`src/msc_params.svh`:
```
// Constants for the mimic symbol control block
// What this block does
// - Two-output controlled symbol has separate open and close control outputs.
// - Each accepted order on two-output symbol gives one 300 ms pulse if that output is idle.
// - Single-output symbol holds its output until the next accepted order.
// - Each accepted order on single-output symbol inverts its output.
// - Two inhibit inputs; either at 1 blocks open and close orders.
// - Two-input symbol: only open input set is open, only closed is closed.
// - Two-input symbol with equal inputs reports unknown.
// - Single-input symbol: input 0 inactive, input 1 active.
// - Graphic refreshes automatically whenever decoded state changes.
// - Fixed symbol has no inputs, outputs or orders.
// - Animated-only symbol follows inputs but refuses orders.
// - Diagram drawn over fixed 128 by 240 pixel background.
// - Local, remote, test key positions may feed inputs and disable operation.
// - Breaker close blocked status may feed input and disable operation.
// - Control outputs route to logic outputs, switchgear control or equations.
`ifndef MSC_PARAMS_SVH
`define MSC_PARAMS_SVH
`define MSC_CLK_HZ 20000000
`define MSC_PULSE_MS 300
`define MSC_PULSE_CYC ((`MSC_CLK_HZ / 1000) * `MSC_PULSE_MS)
`define MSC_BG_W 128
`define MSC_BG_H 240
`define MSC_ADDR_KIND 4'h0
`define MSC_ADDR_CFG 4'h1
`define MSC_ADDR_STATE 4'h2
`define MSC_ADDR_GFX 4'h3
`define MSC_ADDR_BG 4'h4
`define MSC_KIND_RST 2'h0
`define MSC_CFG_RST 8'h00
`define MSC_CFG_LOCAL_BIT 0
`define MSC_CFG_REMOTE_BIT 1
`define MSC_CFG_TEST_BIT 2
`define MSC_CFG_BRK_BIT 3
`endif

```
`src/msc_pkg.sv`:
```
// Types for the mimic symbol control block
`default_nettype none
package msc_pkg;
  typedef enum logic [1:0] {
    MSC_KIND_FIXED = 2'h0,
    MSC_KIND_ANIM = 2'h1,
    MSC_KIND_CTRL = 2'h2
  } msc_kind_t;
  typedef enum logic [1:0] {
    MSC_ST_OPEN = 2'h0,
    MSC_ST_CLOSED = 2'h1,
    MSC_ST_UNKNOWN = 2'h2
  } msc_state_t;
  typedef struct packed {
    logic open_cmd;
    logic close_cmd;
    logic toggle_out;
  } msc_ctrl_t;
  typedef struct packed {
    logic inhibit_a;
    logic inhibit_b;
  } msc_inh_t;
endpackage
`default_nettype wire

```
`src/msc_pulse.sv`:
```
// Fixed-width pulse generator for one control output
`default_nettype none
module msc_pulse #(
  parameter int unsigned CYCLES = 6000000
) (
  input wire logic clk_i,
  input wire logic rst_n_i,
  input wire logic en_i,
  input wire logic start_i,
  output logic pulse_o
);
  localparam int unsigned W = $clog2(CYCLES + 1);
  logic [W-1:0] cnt_q;

  initial begin
    if (CYCLES < 1) $error("msc_pulse: CYCLES must be at least 1");
  end

  // ----------------------------------------
  // Counter
  // ----------------------------------------
  always_ff @(posedge clk_i or negedge rst_n_i) begin
    if (!rst_n_i) begin
      cnt_q <= '0;
      pulse_o <= 1'b0;
    end else if (en_i) begin
      if (start_i && !pulse_o) begin
        cnt_q <= W'(CYCLES - 1);
        pulse_o <= 1'b1;
      end else if (pulse_o) begin
        if (cnt_q == '0) begin
          pulse_o <= 1'b0;
        end else begin
          cnt_q <= cnt_q - W'(1);
        end
      end
    end
  end
endmodule
`default_nettype wire

```
`src/msc_symbol.sv`:
```
// Mimic symbol decode and local control top
//
// Added by the designer: the strobed register port and the placing of the registers.
`include "msc_params.svh"
`default_nettype none
module msc_symbol #(
  parameter int unsigned PULSE_CYC = `MSC_PULSE_CYC,
  parameter int unsigned BG_W = `MSC_BG_W,
  parameter int unsigned BG_H = `MSC_BG_H
) (
  input wire logic clk_i,
  input wire logic rst_n_i,
  input wire logic ce_i,
  input wire logic [3:0] addr_i,
  input wire logic [15:0] wdata_i,
  input wire logic wr_i,
  input wire logic rd_i,
  output logic [15:0] rdata_o,
  input wire logic pos_open_i,
  input wire logic pos_closed_i,
  input wire msc_pkg::msc_inh_t inhibit_i,
  input wire logic key_local_i,
  input wire logic key_remote_i,
  input wire logic key_test_i,
  input wire logic breaker_close_blocked_i,
  input wire logic order_open_i,
  input wire logic order_close_i,
  output msc_pkg::msc_ctrl_t ctrl_o,
  output msc_pkg::msc_state_t state_o,
  output logic [1:0] graphic_o,
  output logic graphic_refresh_o
);
  import msc_pkg::*;

  initial begin
    if (PULSE_CYC < 1) $error("msc_symbol: PULSE_CYC must be at least 1");
    if (BG_W != 128 || BG_H != 240) $error("msc_symbol: background must be 128 by 240");
  end

  // ----------------------------------------
  // Helpers
  // ----------------------------------------
  function automatic msc_state_t decode_two(input logic op, input logic cl);
    if (op && !cl) begin
      return MSC_ST_OPEN;
    end else if (!op && cl) begin
      return MSC_ST_CLOSED;
    end else begin
      return MSC_ST_UNKNOWN;
    end
  endfunction

  // ----------------------------------------
  // Configuration registers
  // ----------------------------------------
  msc_kind_t kind_q;
  logic two_io_q;
  logic [7:0] cfg_q;

  always_ff @(posedge clk_i or negedge rst_n_i) begin
    if (!rst_n_i) begin
      kind_q <= MSC_KIND_FIXED;
      two_io_q <= 1'b1;
    end else if (ce_i && wr_i && addr_i == `MSC_ADDR_KIND) begin
      case (wdata_i[1:0])
        2'h1: kind_q <= MSC_KIND_ANIM;
        2'h2: kind_q <= MSC_KIND_CTRL;
        default: kind_q <= MSC_KIND_FIXED;
      endcase
      two_io_q <= wdata_i[4];
    end
  end

  always_ff @(posedge clk_i or negedge rst_n_i) begin
    if (!rst_n_i) begin
      cfg_q <= `MSC_CFG_RST;
    end else if (ce_i && wr_i && addr_i == `MSC_ADDR_CFG) begin
      cfg_q <= wdata_i[7:0];
    end
  end

  // ----------------------------------------
  // State decode
  // ----------------------------------------
  msc_state_t state_d;
  logic [1:0] graphic_d;

  always_comb begin
    state_d = MSC_ST_UNKNOWN;
    graphic_d = 2'h0;
    case (kind_q)
      MSC_KIND_FIXED: begin
        state_d = MSC_ST_UNKNOWN;
        graphic_d = 2'h0;
      end
      MSC_KIND_ANIM, MSC_KIND_CTRL: begin
        if (two_io_q) begin
          state_d = decode_two(pos_open_i, pos_closed_i);
        end else begin
          state_d = pos_open_i ? MSC_ST_CLOSED : MSC_ST_OPEN;
        end
        graphic_d = state_d;
      end
      default: begin
        state_d = MSC_ST_UNKNOWN;
        graphic_d = 2'h0;
      end
    endcase
  end

  always_ff @(posedge clk_i or negedge rst_n_i) begin
    if (!rst_n_i) begin
      state_o <= MSC_ST_UNKNOWN;
      graphic_o <= 2'h0;
      graphic_refresh_o <= 1'b0;
    end else if (ce_i) begin
      state_o <= state_d;
      graphic_o <= graphic_d;
      graphic_refresh_o <= (state_d != state_o);
    end
  end

  // ----------------------------------------
  // Order gating
  // ----------------------------------------
  logic blocked;
  logic ord_open;
  logic ord_close;
  logic mode_block;

  // Key mode: when its cfg_q bit is set, a non-local, remote or test key position disables display orders
  assign mode_block = (cfg_q[`MSC_CFG_LOCAL_BIT] && !key_local_i)
                    || (cfg_q[`MSC_CFG_REMOTE_BIT] && key_remote_i)
                    || (cfg_q[`MSC_CFG_TEST_BIT] && key_test_i);
  assign blocked = inhibit_i.inhibit_a || inhibit_i.inhibit_b
                 || mode_block
                 || (cfg_q[`MSC_CFG_BRK_BIT] && breaker_close_blocked_i)
                 || kind_q != MSC_KIND_CTRL;
  // Blocked orders fall through here and leave no trace
  assign ord_open = order_open_i && !blocked;
  assign ord_close = order_close_i && !blocked;

  // ----------------------------------------
  // Control outputs
  // ----------------------------------------
  logic open_pulse;
  logic close_pulse;

  msc_pulse #(.CYCLES(PULSE_CYC)) u_open (
    .clk_i(clk_i),
    .rst_n_i(rst_n_i),
    .en_i(ce_i),
    .start_i(ord_open && two_io_q),
    .pulse_o(open_pulse)
  );

  msc_pulse #(.CYCLES(PULSE_CYC)) u_close (
    .clk_i(clk_i),
    .rst_n_i(rst_n_i),
    .en_i(ce_i),
    .start_i(ord_close && two_io_q),
    .pulse_o(close_pulse)
  );

  logic toggle_q;

  always_ff @(posedge clk_i or negedge rst_n_i) begin
    if (!rst_n_i) begin
      toggle_q <= 1'b0;
    end else if (ce_i && !two_io_q && (ord_open || ord_close)) begin
      toggle_q <= ~toggle_q;
    end
  end

  always_ff @(posedge clk_i or negedge rst_n_i) begin
    if (!rst_n_i) begin
      ctrl_o <= '0;
    end else if (ce_i) begin
      ctrl_o.open_cmd <= open_pulse;
      ctrl_o.close_cmd <= close_pulse;
      ctrl_o.toggle_out <= toggle_q;
    end
  end

  // ----------------------------------------
  // Read port
  // ----------------------------------------
  always_ff @(posedge clk_i or negedge rst_n_i) begin
    if (!rst_n_i) begin
      rdata_o <= 16'h0000;
    end else if (ce_i) begin
      if (rd_i) begin
        case (addr_i)
          `MSC_ADDR_KIND: rdata_o <= {11'h000, two_io_q, 2'h0, kind_q};
          `MSC_ADDR_CFG: rdata_o <= {8'h00, cfg_q};
          `MSC_ADDR_STATE: rdata_o <= {11'h000, blocked, toggle_q, close_pulse, state_o};
          `MSC_ADDR_GFX: rdata_o <= {14'h0000, graphic_o};
          `MSC_ADDR_BG: rdata_o <= {8'(BG_W), 8'(BG_H)};
          default: rdata_o <= 16'h0000;
        endcase
      end else begin
        rdata_o <= 16'h0000;
      end
    end
  end
endmodule
`default_nettype wire

```
`config.mk`:
```
export PLATFORM = sky130hd
export DESIGN_NAME = msc_symbol
export DESIGN_NICKNAME = d
export VERILOG_FILES = /design/src/msc_pkg.sv /design/src/msc_pulse.sv /design/src/msc_symbol.sv
export VERILOG_INCLUDE_DIRS = /design/src
export SDC_FILE = /design/constraint.sdc
export NUM_CORES = 1
export LEC_CHECK = 0
export ABC_AREA = 1
export BUFFER_PORTS_ARGS = -buffer_cell sky130_fd_sc_hd__buf_4
export CAP_MARGIN = 20
export CORE_MARGIN = 4
export CORE_UTILIZATION = 39
export DETAILED_ROUTE_END_ITERATION = 8
export MAX_ROUTING_LAYER = met4
export SLEW_MARGIN = 20
export SYNTH_ARGS = -nofsm -noshare
export SYNTH_HDL_FRONTEND = slang
export SYNTH_SLANG_ARGS = --single-unit
```
`constraint.sdc`:
```
create_clock -name clk_i -period 1.7 [get_ports clk_i]
set_input_delay 0.17 -clock clk_i [delete_from_list [all_inputs] [get_ports clk_i]]
set_output_delay 0.17 -clock clk_i [all_outputs]
set_load 0.02 [all_outputs]
```
==> run_results.csv <==
group,metric,value,unit
run_status,status,"finished, final reports clean",
floorplan,fp-row-count,40,
sta,slew_violations,0,
global_routing,antenna_found_initial,0,
logic_synthesis,yosysWarnings,0,
cts,htreeDepth,3,
worst_setup_path,slowest_delay,460,ps
worst_setup_path,crit_buf_inv,1,
drt,top_layer_used,"met4",
finish,n_antenna_cell,0,
drt,wl_met3,716,um
finish,drive_gt1_share,21.91,%
finish,finalNetCount,812,
power,max-vdd-ir-drop,0.5143,mV
cts,clk_pin_slew_worst_paths,60,ps
drt,dr.first_iter.drc_count,318,
placed_design,dp_hpwl,8949,um
worst_setup_path,crit_slowest_cell,"dfrtp_1",
logic_synthesis,syn_avg_cell_area,6.931,sq um
worst_setup_path,cp_top_family,"simple AND/OR/NAND/NOR gates",
worst_setup_path,critPathArrivalTime,1930,ps
worst_setup_path,worst_setup_path_end_kind,"flip-flop",
floorplan,die_area,0.01406,sq mm
global_routing,track_usage,18.92,%
worst_setup_path,worstSetupStartpointType,"flip-flop",
placed_design,gp_congestion,0.8676,
sta,setup-violations-final,0,
min_path,hold_class,"primary input to flip-flop",
global_routing,grt_pass1_vias,4630,
cts,cts_root_buffer,"clkbuf_16",
sta,rsz0062_at_grt,"yes",
sta,finalWorstSetupSlack,0.2573,ps
worst_setup_path,cp_max_fo,8,
logic_synthesis,synth_cell_types,35,
cts,clock_latency,340,ps
placed_design,place_ws,-174.2,ps
worst_setup_path,crit_type,"flip-flop to flip-flop",
global_routing,grt_overflow_total,0,
drt,wl_met1,5863,um
drt,vias,4745,
cts,cts_sinks,76,
drt,wl_met2,6231,um
drt,drc,0,
logic_synthesis,netlist.area_leader.share,38.83,%
sta,period_minus_slack,1700,ps
logic_synthesis,ys_ff_latch,76,
power,power_density,866.1,mW/mm^2
floorplan,io_pins,59,
global_routing,grt_max_degree,45,
finish,area_growth,28.81,%
cts,cts_buffer_depth,2,
drt,viasPerCell,5.141,
run,cap_violations,0,
sta,fmax,588.3,MHz
global_routing,grt_first_pass_wirelength,21380,um
worst_setup_path,crit_top_cell,"nand2_1",
logic_synthesis,synth-edff-count,0,
floorplan,core,0.01201,sq mm
sta,skew,5.691,ps
power,leakage,3.470,nW
logic_synthesis,syn_inst,688,
floorplan,die_w,118.6,um
logic_synthesis,yosys_most_used_dff,"dfrtp_1",
cts,cts_tree,"yes",
placed_design,io_buffers,43,
sta,fin_tns_setup,0,ps
sta,final-hold-violation-count,0,
logic_synthesis,ys_top_cells_by_area,"dfrtp_1 39%, nand2_1 18%, nand3_1 9.4%",
finish,stdcell_count,923,
drt,routed_wl,13130,um
cts,cts_buffers,9,
logic_synthesis,yosysTopAreaCell,"dfrtp_1",
worst_setup_path,cp_data_required_time,1930,ps
logic_synthesis,yosysSeqAreaShare,39.94,%
drt,wl_per_cell,14.23,um
floorplan,start_util,39.70,%
logic_synthesis,syn_area,0.004768,sq mm
placed_design,dpl.cell_count,893,
logic_synthesis,async_reset_ff_share,100.0,%
sta,period_share,99.98,%
drt,dr.pass1.iters,5,
worst_setup_path,path_cells,"nor2_1, nand2_1, nor2_2, nand3_2, nand2_4, o21ai_4, clkbuf_16, nand2_1, nand2_1",
drt,drtAntennaViolNets,0,
floorplan,die_y,118.6,um
## Yosys cell counts, types with 3 or more instances
library cell,count
nand2_1,230
nor2_1,97
nand3_1,90
dfrtp_1,74
inv_1,64
o21ai_0,20
nand4_1,15
buf_4,13
nand3b_1,9
a21oi_1,8
buf_2,7
xnor2_1,7
ha_1,6
xor2_1,6
mux2_2,4
o21bai_1,4
clkbuf_1,3
nor2_2,3
o31ai_1,3
## report_power, final
part | switching (mW) | internal (mW) | total [mW]
clock | 0.832 | 1.16 | 1.99
sequential | 0.0791 | 1.92 | 2.00
combinational | 0.782 | 0.546 | 1.33
## worst paths after layout
path	slack [ps]	depth (start not counted)	endpoint	start
setup / recovery	0.3	9	u_close.cnt_q[4]	u_close.cnt_q[12]
hold / removal	40	2	kind_q[1]	wdata_i[0]
setup reg to reg	0.3	9	u_close.cnt_q[4]	u_close.cnt_q[12]
hold reg to reg	480	2	ctrl_o[1]	ctrl_o[1]
max in group asynchronous	820	3	state_o[1]	rst_n_i
min in group asynchronous	270	2	u_close.cnt_q[13]	rst_n_i
## flip-flops by register name (all words and copies together), names as in the netlist
name,cells
u_open.pulse_o,1
rdata_o,9
toggle_q,1
state_o,2
u_close.cnt_q,23
graphic_refresh_o,1
two_io_q,1
u_close.pulse_o,1
kind_q,2
u_open.cnt_q,23
ctrl_o,3
graphic_o,1
cfg_q,8
## through the flow
| step | hold slack, ps | area [sq um] | power, mW | utilization [%] |
|---|---|---|---|---|
| floorplan | -125.6 | 4791 | 2.898 | - |
| global placement | 102.4 | 5424 | 3.252 | 45.16 |
| detailed placement | 106.3 | 5424 | 3.278 | 45.16 |
| CTS | 24.98 | 5813 | 5.300 | 48.40 |
| global route | 31.39 | 6142 | 5.645 | 51.14 |
| finish | 42.21 | 6142 | 5.319 | 51.14 |
## area by class of cell
cell class                 count  area, sq um
fill                        1207         5869
multi-input combinational    527         2681
sequential                    76         1904
timing repair buffer          91        815.8
inverter                      66        247.7
clock buffer                   9        225.2
tap                          147        183.9
clock inverter                 7        83.83
## cell families (layout without fill, tap and decap cells)
| group | Yosys count | in the layout | share of synthesized area (%) |
|---|---|---|---|
| compound gates | 45 | 45 | 5.668 |
| xor+xnor | 13 | 13 | 2.388 |
| fa+ha+maj | 6 | 6 | 1.574 |
| buf+inv | 91 | 173 | 8.685 |
| flops | 76 | 76 | 39.94 |
| mux | 4 | 4 | 0.9446 |
| other cells | 1 | 7 | 0.07864 |
| simple gates | 452 | 452 | 40.72 |
## repair_timing
item | CTS | global route
endpoints found under the hold margin | 22 | 0
endpoints found under the setup margin | 32 | 48
cloned | 0 | 4
buffers inserted | 4 | 5
resized for setup | 2 | 53
pin swaps | 2 | 25
hold buffers | 1 | 0
## routing by layer
layer	up-vias	track usage (%)
li1	2352	-
met1	2227	23.55
met5	-	-
met3	23	3.589
met4	0	6.662
met2	143	30.87
## cells in the final DEF (no fill, tap or decap), drive strengths merged, types with 2 or more instances in the layout
master,synthesis,routed
o21ai,22,22
inv,66,68
conb,1,7
nand4,15,15
clkinv,0,3
o211ai,2,2
xor2,6,6
ha,6,6
xnor2,7,7
nand3,92,92
nor2,101,101
mux2,4,4
o21bai,4,4
clkbuf,3,12
a21oi,8,8
dfstp,2,2
o22ai,2,2
nand3b,9,9
buf,22,87
a22o,2,2
dfrtp,74,74
o31ai,3,3
nand2,232,232
(Power assumes the default switching activity.)
